[src/logic/media_mgmt_pkg.sv]
// Purpose: Shared constants for the media, management, pin and wake register group.
// Assumes: Byte-wide register port with byte addresses as printed.
// Notes:   Offsets, field positions and most reset values live here; the bench and checker repeat offsets as literals.
package media_mgmt_pkg;

    localparam int ADDR_W = 9;
    localparam int DATA_W = 8;

    localparam logic [8:0] OFF_MEDIA_LINK_STATUS = 9'h137;
    localparam logic [8:0] OFF_MGMT_PHY_ADDRESS  = 9'h138;
    localparam logic [8:0] OFF_MGMT_DATA_LO      = 9'h139;
    localparam logic [8:0] OFF_MGMT_DATA_HI      = 9'h13a;
    localparam logic [8:0] OFF_MGMT_ACCESS_CTRL  = 9'h13b;
    localparam logic [8:0] OFF_GENERAL_PIN_CTRL  = 9'h13d;
    localparam logic [8:0] OFF_WAKE_EVENT_EN     = 9'h13e;

    // Media status fields.
    localparam int MS_TX_PAUSE   = 7;
    localparam int MS_RX_PAUSE   = 6;
    localparam int MS_DUPLEX     = 4;
    localparam int MS_SPEED      = 3;
    localparam int MS_LINK       = 2;
    localparam int MS_PAUSE_SENT = 1;
    localparam int MS_PAUSED     = 0;

    // Management access control fields.
    localparam int MA_OWNER   = 6;
    localparam int MA_DIR     = 5;
    localparam int MA_INDEX_W = 5;

    // General pin fields.
    localparam int GP_ALT_MEDIA = 4;
    localparam int GP_VAL1      = 3;
    localparam int GP_DIR1      = 2;
    localparam int GP_VAL0      = 1;
    localparam int GP_DIR0      = 0;

    // Wake enable fields.
    localparam int WE_LINK     = 6;
    localparam int WE_DIRECTED = 5;
    localparam int WE_PATTERNS = 5;

    localparam logic [4:0]  RST_PHY_ADDR  = 5'h00;
    localparam logic [15:0] RST_DATA_WORD = 16'h0000;
    localparam logic [4:0]  RST_REG_INDEX = 5'h00;
    localparam logic [1:0]  RST_GPIN      = 2'h0;
    localparam logic [6:0]  RST_WAKE_EN   = 7'h00;
    localparam logic [7:0]  RST_RDATA     = 8'h00;

    typedef enum logic [1:0] {
        MGMT_IDLE = 2'b01,
        MGMT_BUSY = 2'b10
    } mgmt_state_t;

endpackage : media_mgmt_pkg

[src/logic/media_mgmt_gpio_wake_regs.sv]
// Purpose: Media status, pause enables, management access, two general pins and wake enables.
// Assumes: Link, pause and wake inputs come from logic on clk_sys; general pins come from outside.
// Notes:   The management engine that shifts bits to the PHY sits outside and answers mgmt_done.
`timescale 1ns/100ps

module media_mgmt_gpio_wake_regs (
    input  wire logic        clk_sys,
    input  wire logic        rst,
    input  wire logic [8:0]  reg_addr,
    input  wire logic [7:0]  reg_wdata,
    input  wire logic        reg_wr,
    input  wire logic        reg_rd,
    output logic      [7:0]  reg_rdata,
    input  wire logic        eeprom_load,
    input  wire logic        eeprom_tx_pause,
    input  wire logic        eeprom_rx_pause,
    input  wire logic        autoneg_on,
    input  wire logic        partner_negotiated,
    input  wire logic        partner_pause_capable,
    input  wire logic        link_full_duplex,
    input  wire logic        link_speed_100,
    input  wire logic        link_up,
    input  wire logic        pause_sent_flag,
    input  wire logic        paused_by_remote_flag,
    input  wire logic        alt_media_capable,
    output logic             tx_pause_enable,
    output logic             rx_pause_enable,
    output logic             mgmt_req,
    output logic             mgmt_req_write,
    output logic      [4:0]  mgmt_target_addr,
    output logic      [4:0]  mgmt_reg_index,
    output logic      [15:0] mgmt_write_word,
    input  wire logic        mgmt_done,
    input  wire logic [15:0] mgmt_read_word,
    input  wire logic [1:0]  gpin_in,
    output logic      [1:0]  gpin_out,
    output logic      [1:0]  gpin_oe,
    input  wire logic        remote_wakeup_allowed,
    input  wire logic        link_change_event,
    input  wire logic        directed_packet_event,
    input  wire logic [4:0]  pattern_match_event,
    input  wire logic        wake_ack,
    output logic             remote_wake_request,
    output logic      [6:0]  wake_event_enables
);

    typedef struct packed {
        logic                       tx_pause_bit;
        logic                       rx_pause_bit;
        logic [4:0]                 phy_addr;
        logic [15:0]                data_word;
        logic                       direction;
        logic [4:0]                 reg_index;
        logic [1:0]                 gdir;
        logic [1:0]                 gval;
        logic [1:0]                 gsync1;
        logic [1:0]                 gsync2;
        logic [6:0]                 wake_en;
        logic                       wake_pending;
        media_mgmt_pkg::mgmt_state_t mstate;
        logic [7:0]                 rdata;
    } state_t;

    state_t cur;
    state_t next_cur;

    logic       tx_locked;
    logic       tx_invalid;
    logic       wr_hit;
    logic       busy;
    logic [1:0] gpin_level;
    logic [7:0] media_view;
    logic [7:0] pin_view;
    logic [7:0] access_view;
    logic       wake_trigger;

    always_comb begin
        // Partner negotiated with pause capability: the bit follows the result.
        tx_locked  = autoneg_on && partner_negotiated && partner_pause_capable;
        // Forced half duplex leaves the bit meaningless, so it reads zero.
        tx_invalid = !autoneg_on && !link_full_duplex;
        busy       = (cur.mstate == media_mgmt_pkg::MGMT_BUSY);
        wr_hit     = reg_wr;

        media_view = 8'h00;
        media_view[media_mgmt_pkg::MS_TX_PAUSE]   = cur.tx_pause_bit && !tx_invalid;
        media_view[media_mgmt_pkg::MS_RX_PAUSE]   = cur.rx_pause_bit;
        media_view[media_mgmt_pkg::MS_DUPLEX]     = link_full_duplex;
        media_view[media_mgmt_pkg::MS_SPEED]      = link_speed_100;
        media_view[media_mgmt_pkg::MS_LINK]       = link_up;
        media_view[media_mgmt_pkg::MS_PAUSE_SENT] = pause_sent_flag;
        media_view[media_mgmt_pkg::MS_PAUSED]     = paused_by_remote_flag;

        access_view = 8'h00;
        access_view[media_mgmt_pkg::MA_OWNER] = busy;
        access_view[media_mgmt_pkg::MA_DIR]   = cur.direction;
        access_view[4:0]                      = cur.reg_index;

        // An input pin shows its synchronised level, an output its driven value.
        for (int i = 0; i < 2; i++) begin
            gpin_level[i] = cur.gdir[i] ? cur.gval[i] : cur.gsync2[i];
        end
        pin_view = 8'h00;
        pin_view[media_mgmt_pkg::GP_ALT_MEDIA] = alt_media_capable;
        pin_view[media_mgmt_pkg::GP_VAL1]      = gpin_level[1];
        pin_view[media_mgmt_pkg::GP_DIR1]      = cur.gdir[1];
        pin_view[media_mgmt_pkg::GP_VAL0]      = gpin_level[0];
        pin_view[media_mgmt_pkg::GP_DIR0]      = cur.gdir[0];

        wake_trigger = (link_change_event && cur.wake_en[media_mgmt_pkg::WE_LINK])
                     || (directed_packet_event && cur.wake_en[media_mgmt_pkg::WE_DIRECTED])
                     || |(pattern_match_event & cur.wake_en[media_mgmt_pkg::WE_PATTERNS-1:0]);

        next_cur = cur;

        next_cur.gsync1 = gpin_in;
        next_cur.gsync2 = cur.gsync1;

        if (wr_hit) begin
            case (reg_addr)
                media_mgmt_pkg::OFF_MEDIA_LINK_STATUS: begin
                    if (!tx_locked && !tx_invalid) begin
                        next_cur.tx_pause_bit = reg_wdata[media_mgmt_pkg::MS_TX_PAUSE];
                    end
                    next_cur.rx_pause_bit = reg_wdata[media_mgmt_pkg::MS_RX_PAUSE];
                end
                media_mgmt_pkg::OFF_MGMT_PHY_ADDRESS: begin
                    next_cur.phy_addr = reg_wdata[4:0];
                end
                media_mgmt_pkg::OFF_MGMT_DATA_LO: begin
                    next_cur.data_word[7:0] = reg_wdata;
                end
                media_mgmt_pkg::OFF_MGMT_DATA_HI: begin
                    next_cur.data_word[15:8] = reg_wdata;
                end
                media_mgmt_pkg::OFF_MGMT_ACCESS_CTRL: begin
                    // Fields stay frozen while a transaction is in flight.
                    if (!busy) begin
                        next_cur.direction = reg_wdata[media_mgmt_pkg::MA_DIR];
                        next_cur.reg_index = reg_wdata[media_mgmt_pkg::MA_INDEX_W-1:0];
                        if (reg_wdata[media_mgmt_pkg::MA_OWNER]) begin
                            next_cur.mstate = media_mgmt_pkg::MGMT_BUSY;
                        end
                    end
                end
                media_mgmt_pkg::OFF_GENERAL_PIN_CTRL: begin
                    next_cur.gdir[1] = reg_wdata[media_mgmt_pkg::GP_DIR1];
                    next_cur.gdir[0] = reg_wdata[media_mgmt_pkg::GP_DIR0];
                    // The value bit of an input pin is read-only.
                    if (cur.gdir[1]) begin
                        next_cur.gval[1] = reg_wdata[media_mgmt_pkg::GP_VAL1];
                    end
                    if (cur.gdir[0]) begin
                        next_cur.gval[0] = reg_wdata[media_mgmt_pkg::GP_VAL0];
                    end
                end
                media_mgmt_pkg::OFF_WAKE_EVENT_EN: begin
                    next_cur.wake_en = reg_wdata[6:0];
                end
                default: begin
                end
            endcase
        end

        if (tx_locked) begin
            next_cur.tx_pause_bit = partner_pause_capable;
        end

        if (eeprom_load) begin
            next_cur.tx_pause_bit = eeprom_tx_pause;
            next_cur.rx_pause_bit = eeprom_rx_pause;
        end

        case (cur.mstate)
            media_mgmt_pkg::MGMT_IDLE: begin
            end
            media_mgmt_pkg::MGMT_BUSY: begin
                if (mgmt_done) begin
                    next_cur.mstate = media_mgmt_pkg::MGMT_IDLE;
                    if (!cur.direction) begin
                        next_cur.data_word = mgmt_read_word;
                    end
                end
            end
            default: begin
                next_cur.mstate = media_mgmt_pkg::MGMT_IDLE;
            end
        endcase

        // A new trigger in the acknowledge cycle keeps the request pending.
        if (wake_ack || !remote_wakeup_allowed) begin
            next_cur.wake_pending = 1'b0;
        end
        if (wake_trigger) begin
            next_cur.wake_pending = 1'b1;
        end

        next_cur.rdata = media_mgmt_pkg::RST_RDATA;
        if (reg_rd) begin
            case (reg_addr)
                media_mgmt_pkg::OFF_MEDIA_LINK_STATUS: next_cur.rdata = media_view;
                media_mgmt_pkg::OFF_MGMT_PHY_ADDRESS:  next_cur.rdata = {3'h0, cur.phy_addr};
                media_mgmt_pkg::OFF_MGMT_DATA_LO:      next_cur.rdata = cur.data_word[7:0];
                media_mgmt_pkg::OFF_MGMT_DATA_HI:      next_cur.rdata = cur.data_word[15:8];
                media_mgmt_pkg::OFF_MGMT_ACCESS_CTRL:  next_cur.rdata = access_view;
                media_mgmt_pkg::OFF_GENERAL_PIN_CTRL:  next_cur.rdata = pin_view;
                media_mgmt_pkg::OFF_WAKE_EVENT_EN:     next_cur.rdata = {1'b0, cur.wake_en};
                default:                               next_cur.rdata = media_mgmt_pkg::RST_RDATA;
            endcase
        end
    end

    always_ff @(posedge clk_sys) begin
        if (rst) begin
            cur.tx_pause_bit <= 1'b0;
            cur.rx_pause_bit <= 1'b0;
            cur.phy_addr     <= media_mgmt_pkg::RST_PHY_ADDR;
            cur.data_word    <= media_mgmt_pkg::RST_DATA_WORD;
            cur.direction    <= 1'b0;
            cur.reg_index    <= media_mgmt_pkg::RST_REG_INDEX;
            cur.gdir         <= media_mgmt_pkg::RST_GPIN;
            cur.gval         <= media_mgmt_pkg::RST_GPIN;
            cur.gsync1       <= media_mgmt_pkg::RST_GPIN;
            cur.gsync2       <= media_mgmt_pkg::RST_GPIN;
            cur.wake_en      <= media_mgmt_pkg::RST_WAKE_EN;
            cur.wake_pending <= 1'b0;
            cur.mstate       <= media_mgmt_pkg::MGMT_IDLE;
            cur.rdata        <= media_mgmt_pkg::RST_RDATA;
        end else begin
            cur <= next_cur;
        end
    end

    assign reg_rdata           = cur.rdata;
    // Pause only makes sense on a full-duplex link.
    assign tx_pause_enable     = cur.tx_pause_bit && link_full_duplex;
    assign rx_pause_enable     = cur.rx_pause_bit && link_full_duplex;
    assign mgmt_req            = (cur.mstate == media_mgmt_pkg::MGMT_BUSY);
    assign mgmt_req_write      = cur.direction;
    assign mgmt_target_addr    = cur.phy_addr;
    assign mgmt_reg_index      = cur.reg_index;
    assign mgmt_write_word     = cur.data_word;
    assign gpin_out            = cur.gval;
    assign gpin_oe             = cur.gdir;
    assign remote_wake_request = remote_wakeup_allowed && cur.wake_pending;
    assign wake_event_enables  = cur.wake_en;

endmodule : media_mgmt_gpio_wake_regs

[config.mk]
export PLATFORM = sky130hd
export DESIGN_NAME = media_mgmt_gpio_wake_regs
export DESIGN_NICKNAME = d
export VERILOG_FILES = /design/src/logic/media_mgmt_pkg.sv /design/src/logic/media_mgmt_gpio_wake_regs.sv
export SDC_FILE = /design/constraint.sdc
export NUM_CORES = 1
export LEC_CHECK = 0
export ABC_CLOCK_PERIOD_IN_PS = 2100
export BUFFER_PORTS_ARGS = -buffer_cell sky130_fd_sc_hd__buf_4
export CORE_ASPECT_RATIO = 1.4
export CORE_MARGIN = 1
export CORE_UTILIZATION = 29
export DETAILED_ROUTE_END_ITERATION = 16
export PLACE_DENSITY = 0.6
export SLEW_MARGIN = 40
export SYNTH_ARGS = -nofsm -noshare
export SYNTH_HDL_FRONTEND = slang
export SYNTH_SLANG_ARGS = --single-unit
[constraint.sdc]
create_clock -name clk_sys -period 2.1 [get_ports clk_sys]
set_input_delay 0.42 -clock clk_sys [delete_from_list [all_inputs] [get_ports clk_sys]]
set_output_delay 0.42 -clock clk_sys [all_outputs]
set_load 0.01 [all_outputs]
==> results of run 1 <==
## routing by layer
layer | vias up | track usage (%) | part of all wire [%]
met4 | 0 | 5.040 | 1.7
met2 | 97 | 29.52 | 53
met1 | 1224 | 18.62 | 41
met5 | - | 0 | 0
li1 | 1243 | - | -
met3 | 14 | 2.203 | 4.9
## cells in the mapped netlist (2+ instances only)
cell,n,area (um^2)
o21ai_0,17,85.08
clkbuf_1,13,48.80
nand3b_1,3,22.52
a32oi_1,5,43.79
ha_1,2,25.02
a41o_1,2,20.02
a2bb2oi_1,3,26.28
nand2_1,10,37.54
nor2_1,22,82.58
buf_2,3,15.01
buf_6,2,22.52
inv_1,3,11.26
and2_1,5,31.28
a21oi_1,25,125.1
a22oi_1,4,30.03
o21ai_1,2,10.01
nor2b_1,9,56.30
a211oi_1,3,22.52
o2bb2ai_1,2,17.52
mux4_2,5,112.6
buf_4,45,337.8
mux2i_1,40,400.4
a22o_1,2,17.52
dfxtp_1,55,1101
mux2_1,2,22.52
nand2b_1,4,25.02
nor4_4,5,106.4
nand3_1,8,40.04
a21boi_1,2,15.01
o211ai_1,2,15.01
## stage by stage
stage / hold WS, ns / worst slack (ns) / total power [W]
after floorplan: 0.4138 / 0.3513 / 0.001180
after global placement: 0.4260 / 0.2103 / 0.001309
after detailed placement: 0.4323 / 0.1952 / 0.001314
after CTS: 0.3428 / 0.4630 / 0.002122
after global routing: 0.3430 / 0.3428 / 0.002173
final: 0.3413 / 0.4659 / 0.002097
## flip-flops by register name (all words and copies together), names as in the netlist
signal	count
mgmt_req_write	1
cur	9
mgmt_write_word	16
wake_event_enables	7
gpin_oe	2
mgmt_target_addr	5
reg_rdata	8
gpin_out	2
mgmt_reg_index	5
## power by group through the flow
stage	clock network, W	logic (W)	registers [W]
2_1_floorplan	0	0.000101	0.00108
3_3_place_gp	0	0.000230	0.00108
3_5_place_dp	0	0.000234	0.00108
4_1_cts	0.000832	0.000235	0.00105
5_1_grt	0.000868	0.000250	0.00106
6_report	0.000809	0.000234	0.00106
## critical path: stages (launching register included)
cell and delay [ns]:
dfxtp_1 0.36, inv_1 0.06, ha_1 0.21, buf_4 0.16, buf_4 0.14
## placed cells by master, fill, tap and decap left out, types with 3 or more instances in the layout
cell type,instances
nor4_4,5
a2bb2oi_1,3
buf_4,123
nand2b_1,4
clkbuf_16,5
a32oi_1,5
o21ai_0,17
a21oi_1,25
mux4_2,5
nor2b_1,9
nand3b_1,3
nor2_1,22
a22oi_1,4
dfxtp_1,55
a211oi_1,3
nand2_1,10
inv_1,3
mux2i_1,40
and2_1,5
nand3_1,8
## cell families after synthesis
kind of cell	count (synthesis)
flops	55
mux	48
buf+inv	67
compound gates	75
simple gates	72
fa+ha+maj	2
## worst paths after layout
kind / startpoint / end / slack (ns) / depth (start not counted)
hold reg to reg: cur[21] / cur[19] / 0.44 / 1
hold / removal: gpin_in[0] / cur[20] / 0.34 / 2
setup reg to reg: cur[8] / cur[9] / 0.47 / 7
setup / recovery: cur[8] / mgmt_req / 0.47 / 4
## final cells by class
class | instances | area share [%]
repair buffers | 123 | 23.88
clock inverters | 2 | 0.3236
flip-flops and latches | 55 | 28.48
clock buffers | 6 | 3.333
inverters | 4 | 0.3883
well taps | 138 | 4.466
multi-input cells | 197 | 39.13
==> flow_metrics.tcl, run 1 <==
set metrics [dict create \
    outcome "complete, no violations" \
    n_fill_cell 1073 \
    synth_cell_type_count 44 \
    power_frac_comb_pct 11.1 \
    power_density_nw_per_um2 542.5 \
    synth-edff-count 0 \
    max_slew.worst_pin.slew_ns 0.4552 \
    seqPwrFrac_pct 50.3 \
    drcViolationCount 0 \
    wl_per_cell_um 16.83 \
    grt_pass1_vias 2531 \
    synthSimpleGateAreaFrac_pct 15.12 \
    cts_setup_buffers 0 \
    syn_to_final_growth_pct 26.64 \
    drv_cap 0 \
    fmax_mhz 612.0 \
    cts.sinks 55 \
    drv_slew 0 \
    grt.overflow.total 0 \
    gp_congestion 0.8084 \
    syn_inst 319 \
    die-area_um2 10950 \
    cts_buffer_depth 2 \
    diodes 0 \
    place_inst 517 \
    max-vdd-ir-drop_mv 0.2739 \
    hold_buffers 0 \
    cts.repair.resized 0 \
    fin_nets 449 \
    final_hold_viol_count 0 \
    switchingPower_w 0.0004886 \
    cp_max_fo 6 \
    grt_max_degree 31 \
    synth_top_family_by_area "multiplexers" \
    rsz0062_at_grt "no" \
    ys_async_sr_fraction_pct 0 \
    track_usage_pct 15.97 \
    post-dp-hpwl_mm 6.951 \
    placed_area_um2 3725 \
    ys_seq_area_share_pct 36.07 \
    pin_count 111 \
    die_x_um 88.72 \
    p_clk_share_pct 38.6 \
    synthMuxAreaShare_pct 17.91 \
    p_sw_share_pct 23.30 \
    avgSynthCellArea_um2 9.570 \
    htreeDepth 2 \
    drt-initial-drc-count 75 \
    antenna_found_initial 0 \
    ff_latch_area_um2 1101 \
    power_leakage_nw 1.584 \
    synth-seq-cells 55 \
    crit_arrival_ns 1.21 \
    final_cells 525 \
    dr_total_vias 2578 \
    clock-root-buffer "clkbuf_16" \
    numPortBuffers 110 \
    tns_ns 0 \
    yosysWarningCount 0 \
    startpoint_type "flop" \
    cp-end-kind "output port" \
    ys.flop_type "dfxtp_1" \
    die_h_um 123.4 \
    setup_violations 0 \
    synth_fa_ha_area_share_pct 0.8197 \
    synthesis.nets 382 \
    clock_skew_ns 0.003257 \
    routed_wl_mm 8.836 \
    clk_pin_slew_ns 0.07 \
    num_rows 44 \
    synth_compound_area_share_pct 15.70 \
    dr.pass1.iters 4 \
    path_class "reg2out" \
    synth_area_um2 3053 \
    fin_crit_ns 1.634 \
    floorplan.initialDensity_pct 29.65 \
    cts_made_buffers 5 \
    synth-xor-area-share_pct 0 \
    multiInputGateArea_um2 1513 \
    hold_path.class "in2reg" \
    viasPerCell 4.910 \
    postLayoutCoreUtil_pct 37.55 \
    detail-route-antenna-nets 0 \
    core_region_area_um2 10290 \
    tritoncts "done" \
    max_slew_margin_pct 69.57 \
    worstPathRequired_ns 1.68 \
    final_cell_area_um2 3866 \
    insertion_delay_ns 0.29 \
    drive_gt1_share_pct 37.47 \
    fin_crit_sh_pct 77.82 \
    p_int_w 0.001609 \
    grt_pass1_wl_mm 13.15 \
]
(Power assumes the default switching activity.)
==> inputs of run 2 (changes only) <==
--- a/config.mk
+++ b/config.mk
@@ -5,7 +5,7 @@
 export SDC_FILE = /design/constraint.sdc
 export NUM_CORES = 1
 export LEC_CHECK = 0
-export ABC_CLOCK_PERIOD_IN_PS = 2100
+export ABC_CLOCK_PERIOD_IN_PS = 1600
 export BUFFER_PORTS_ARGS = -buffer_cell sky130_fd_sc_hd__buf_4
 export CORE_ASPECT_RATIO = 1.4
 export CORE_MARGIN = 1
==> constraint.sdc (replaced) <==
create_clock -name clk_sys -period 1.6 [get_ports clk_sys]
set_input_delay 0.32 -clock clk_sys [delete_from_list [all_inputs] [get_ports clk_sys]]
set_output_delay 0.32 -clock clk_sys [all_outputs]
set_load 0.01 [all_outputs]
==> flow_metrics.tcl, run 2 (synthesis results as in run 1) <==
set metrics [dict create \
    diodes 0 \
    reg2reg_slack_ns 0.11 \
    post-dp-hpwl_mm 7.214 \
    grt.overflow.total 0 \
    drv_cap 0 \
    seqPwrFrac_pct 47.9 \
    path_class "reg2reg" \
    cts_made_buffers 5 \
    hold_path.class "in2reg" \
    floorplan.initialDensity_pct 29.65 \
    cts_buffer_depth 2 \
    die_x_um 88.72 \
    cp_max_fo 7 \
    core_region_area_um2 10290 \
    numPortBuffers 110 \
    tns_ns 0 \
    viasPerCell 4.806 \
    power_leakage_nw 1.686 \
    tritoncts "done" \
    met3_usage_pct 3.405 \
    dr_total_vias 2600 \
    cp_cell_sequence "inv_2 -> ha_4 -> nand3b_1 -> nor4_4 -> buf_12 -> mux2i_1 -> nor2_1" \
    worstPathRequired_ns 1.79 \
    routed_wl_mm 9.003 \
    cpMaxStageDelayCell "dfxtp_2" \
    largest_register_ffs 16 \
    fin_nets 465 \
    grt_max_degree 29 \
    final_hold_viol_count 0 \
    crit_start "cur[8]" \
    p_clk_share_pct 40.6 \
    max_slew.worst_pin.slew_ns 0.3086 \
    cp-endpoint "mgmt_reg_index[3]" \
    cts.sinks 55 \
    setup_violations 0 \
    rsz0062_at_grt "no" \
    max-vdd-ir-drop_mv 0.3850 \
    gp_congestion 0.7889 \
    outcome "complete, no violations" \
    fin_crit_ns 1.492 \
    grt_pass1_wl_mm 13.33 \
    met2_usage_pct 30.14 \
    fmax_mhz 670.2 \
    htreeDepth 2 \
    dr.pass1.iters 4 \
    max_stage_delay_ns 0.36 \
    clk_pin_slew_ns 0.08 \
    final_cells 541 \
    startpoint_type "flop" \
    antenna_found_initial 0 \
    place_inst 533 \
    power_frac_comb_pct 11.6 \
    p_int_w 0.002191 \
    cts_setup_buffers 0 \
    drv_slew 0 \
    grt_pass1_vias 2503 \
    insertion_delay_ns 0.30 \
    die-area_um2 10950 \
    reg2reg_depth 7 \
    grt-busiest-layer "met2" \
    final_cell_mix "buf_4, dfxtp_1, mux2i_1" \
    max_slew_margin_pct 79.42 \
    p_sw_share_pct 24.37 \
    timing.rr.start "cur[8]" \
    fin_crit_sh_pct 93.25 \
    wl_per_cell_um 16.64 \
    postLayoutCoreUtil_pct 39.66 \
    final_common_cell "buf_4" \
    num_rows 44 \
    r2r_end "mgmt_reg_index[3]" \
    drcViolationCount 0 \
    clock_skew_ns 0.006404 \
    syn_to_final_growth_pct 33.73 \
    power_density_nw_per_um2 709.4 \
    clock-root-buffer "clkbuf_16" \
    use_met1_pct 18.77 \
    switchingPower_w 0.0007058 \
    detail-route-antenna-nets 0 \
    cp-end-kind "flop" \
    crit_arrival_ns 1.68 \
    die_h_um 123.4 \
    drive_gt1_share_pct 41.44 \
    track_usage_pct 16.50 \
    pin_count 111 \
    drt-initial-drc-count 86 \
]
[run 2: repair_timing]
action / 4_1_cts / 5_1_grt
resized for setup: 0 / 0
setup endpoints to repair: 0 / 7
hold buffers: 0 / 0
[run 2: worst min path at each step]
stage	start	to	cells past startpoint
3_5_place_dp	cur[20]	cur[18]	1
4_1_cts	gpin_in[0]	cur[20]	2
5_1_grt	gpin_in[1]	cur[21]	2
6_report	gpin_in[0]	cur[20]	2
3_3_place_gp	cur[20]	cur[18]	1
2_1_floorplan	cur[20]	cur[18]	1
[run 2: critical path, delay by kind of cell, from the launching register on]
family        cells  cell delay [ns]
buf+inv           2             0.22
mux               1             0.20
flops             1             0.36
fa+ha+maj         1             0.14
simple gates      3             0.45
[run 2: power groups by stage]
| stage | clock network, W | logic [W] | registers (W) |
|---|---|---|---|
| after floorplan | 0 | 0.000138 | 0.00142 |
| after global placement | 0 | 0.000333 | 0.00142 |
| after detailed placement | 0 | 0.000339 | 0.00142 |
| after CTS | 0.00120 | 0.000339 | 0.00139 |
| after global routing | 0.00124 | 0.000362 | 0.00139 |
| final | 0.00117 | 0.000335 | 0.00139 |
[run 2: layer usage]
| layer | part of all wire [%] | wire (um) | up-vias |
|---|---|---|---|
| li1 | - | - | 1273 |
| met3 | 4.8 | 429 | 8 |
| met1 | 40 | 3619 | 1246 |
| met4 | 1.3 | 115 | 0 |
| met2 | 54 | 4839 | 73 |
| met5 | 0 | 0 | - |
[run 2: per-stage QoR]
stage	hold slack [ns]	power [W]	instance area [um^2]	worst slack (ns)
detailed placement	0.4340	0.001758	3926	-0.06598
finish	0.2265	0.002896	4083	0.1080
global route	0.2223	0.002987	4083	0.02990
floorplan	0.4138	0.001554	3078	-0.02865
CTS	0.2240	0.002930	4083	0.006814
global placement	0.4361	0.001752	3926	-0.02467
[run 2: cell type report]
class | instances | area, um^2
fill | 1028 | 6212
multi-input combinational | 197 | 1530
timing repair buffer | 139 | 1106
sequential | 55 | 1102
tap | 138 | 172.7
clock buffer | 6 | 138.9
clock inverter | 2 | 17.52
inverter | 4 | 15.01
==> inputs of run 3 (changes only) <==
--- a/config.mk
+++ b/config.mk
@@ -5,7 +5,7 @@
 export SDC_FILE = /design/constraint.sdc
 export NUM_CORES = 1
 export LEC_CHECK = 0
-export ABC_CLOCK_PERIOD_IN_PS = 1600
+export ABC_CLOCK_PERIOD_IN_PS = 1500
 export BUFFER_PORTS_ARGS = -buffer_cell sky130_fd_sc_hd__buf_4
 export CORE_ASPECT_RATIO = 1.4
 export CORE_MARGIN = 1
==> constraint.sdc (replaced) <==
create_clock -name clk_sys -period 1.5 [get_ports clk_sys]
set_input_delay 0.3 -clock clk_sys [delete_from_list [all_inputs] [get_ports clk_sys]]
set_output_delay 0.3 -clock clk_sys [all_outputs]
set_load 0.01 [all_outputs]
==> flow_metrics.tcl, run 3 (synthesis results as in run 1) <==
set metrics [dict create \
    power_density_nw_per_um2 778.4 \
    startpoint_type "flop" \
    ff_latch_area_um2 1102 \
    numPortBuffers 110 \
    diodes 0 \
    drive_gt1_share_pct 42.16 \
    floorplan.initialDensity_pct 29.65 \
    path_buf_inv 2 \
    final_cells 546 \
    cp_cell_sequence "inv_2 -> ha_4 -> nand3b_1 -> nor4_4 -> buf_4 -> nand3_1 -> a211oi_1" \
    grt_pass1_wl_mm 13.69 \
    track_usage_pct 16.99 \
    tritoncts "done" \
    final_hold_viol_count 0 \
    hold_buffers 0 \
    die_h_um 123.4 \
    max_stage_delay_ns 0.34 \
    cp_max_fo 3 \
    hold_path.class "in2reg" \
    max-vdd-ir-drop_mv 0.5352 \
    detail-route-antenna-nets 0 \
    top_layer_used "met4" \
    crit_family "simple AND/OR/NAND/NOR gates" \
    grt_max_degree 29 \
    n_fill_cell 1051 \
    outcome "complete, no violations" \
    placed_area_um2 3936 \
    viasPerCell 4.764 \
    cts_made_buffers 5 \
    worstPathRequired_ns 1.71 \
    reg2reg_slack_ns 0.04 \
    fmax_mhz 686.2 \
    dr.pass1.iters 5 \
    place_inst 538 \
    dr_total_vias 2601 \
    max_slew_margin_pct 74.32 \
    rsz0062_at_grt "yes" \
    cts.sinks 55 \
    power_leakage_nw 1.714 \
    num_rows 44 \
    crit_start "cur[8]" \
    cts_buffer_depth 2 \
    grt.overflow.total 0 \
    crit_arrival_ns 1.67 \
    cp-endpoint "cur[9]" \
    core_region_area_um2 10290 \
    syn_to_final_growth_pct 34.59 \
    clk_pin_slew_ns 0.07 \
    wl_met1_mm 3.630 \
    largest_register_ffs 16 \
    wl_met3_um 504 \
    final_common_cell "buf_4" \
    die_x_um 88.72 \
    pin_count 111 \
    clock_skew_ns 0.005281 \
    pre_cts_slack_ns -0.1665 \
    drt-initial-drc-count 146 \
    fin_nets 470 \
    timing.rr.start "cur[8]" \
    multiInputGateArea_um2 1540 \
    cp-end-kind "flop" \
    die-area_um2 10950 \
    fin_crit_sh_pct 97.15 \
    drv_cap 0 \
    routed_wl_mm 8.981 \
    path_depth 7 \
    fin_crit_ns 1.457 \
    setup_slack_ns 0.04274 \
    r2r_end "cur[9]" \
    clock-root-buffer "clkbuf_16" \
    wl_met2_mm 4.661 \
    drcViolationCount 0 \
    htreeDepth 2 \
    wl_per_cell_um 16.45 \
    insertion_delay_ns 0.30 \
    finalPower_w 0.003198 \
    cts.repair.resized 0 \
    max_slew.worst_pin.slew_ns 0.3851 \
    gp_congestion 0.8354 \
    antenna_found_initial 0 \
    setup_violations 0 \
    grt_pass1_vias 2499 \
    final_cell_area_um2 4109 \
    path_class "reg2reg" \
    cpMaxStageDelayCell "dfxtp_2" \
    final_cell_mix "buf_4, dfxtp_1, mux2i_1" \
    reg2reg_depth 7 \
    drv_slew 0 \
    post-dp-hpwl_mm 7.195 \
]
## run 3: changes by cell type in the layout (fill, tap and decap cells not counted)
cell,previous run,this run
clkbuf_8,1,0
nand2b_4,1,3
bufinv_16,0,1
inv_6,2,1
buf_12,5,2
nand2b_2,2,0
clkinv_4,0,1
buf_4,134,142
## run 3: worst min path at each step
stage / slack, ns / cells after the start / end / from
floorplan: 0.41 / 1 / cur[18] / cur[20]
global route: 0.21 / 2 / cur[20] / gpin_in[0]
finish: 0.21 / 2 / cur[21] / gpin_in[1]
detailed placement: 0.42 / 1 / cur[18] / cur[20]
global placement: 0.42 / 1 / cur[19] / cur[21]
CTS: 0.21 / 2 / cur[21] / gpin_in[1]
## run 3: through the flow
step	TNS [ns]	utilization (%)	hold slack, ns
after floorplan	-1.648	-	0.4138
after global placement	-3.893	38.24	0.4218
after detailed placement	-3.563	38.24	0.4247
after CTS	0	39.91	0.2066
after global routing	-0.2735	39.91	0.2093
final	0	39.91	0.2090
## run 3: area by class of cell
| cell class | instances | share of cell area, % |
|---|---|---|
| multi-input cells | 197 | 37.48 |
| repair buffers | 144 | 26.92 |
| flip-flops and latches | 55 | 26.83 |
| well taps | 138 | 4.202 |
| clock buffers | 5 | 3.045 |
| clock inverters | 3 | 1.157 |
| inverters | 4 | 0.3654 |
## run 3: per-layer routing
layer  GRT usage (%)  vias to the layer above
met5               0                        -
met4           6.653                        0
met3           3.471                       10
met2           28.99                       73
met1           20.66                     1234
li1                -                     1284
## run 3: power breakdown
| group | switching, W | leakage (nW) | internal, W | total (W) |
|---|---|---|---|---|
| registers | 0.00000628 | 0.444 | 0.00147 | 0.00148 |
| clock network | 0.000560 | 0.0844 | 0.000798 | 0.00136 |
| logic | 0.000171 | 1.19 | 0.000192 | 0.000364 |
| total | 0.000737 | 1.71 | 0.00246 | 0.00320 |
## run 3: what timing repair did
item / in CTS / in global routing
setup endpoints to repair: 7 / 7
cloned: 0 / 0
setup buffers: 0 / 0
pin swaps: 1 / 2
## run 3: worst reg2reg max path: cells and delay by family (launching register included)
kind	cells	cell delay (ns)
compound gates	1	0.21
fa+ha+maj	1	0.15
buf+inv	2	0.23
flops	1	0.34
simple gates	3	0.45
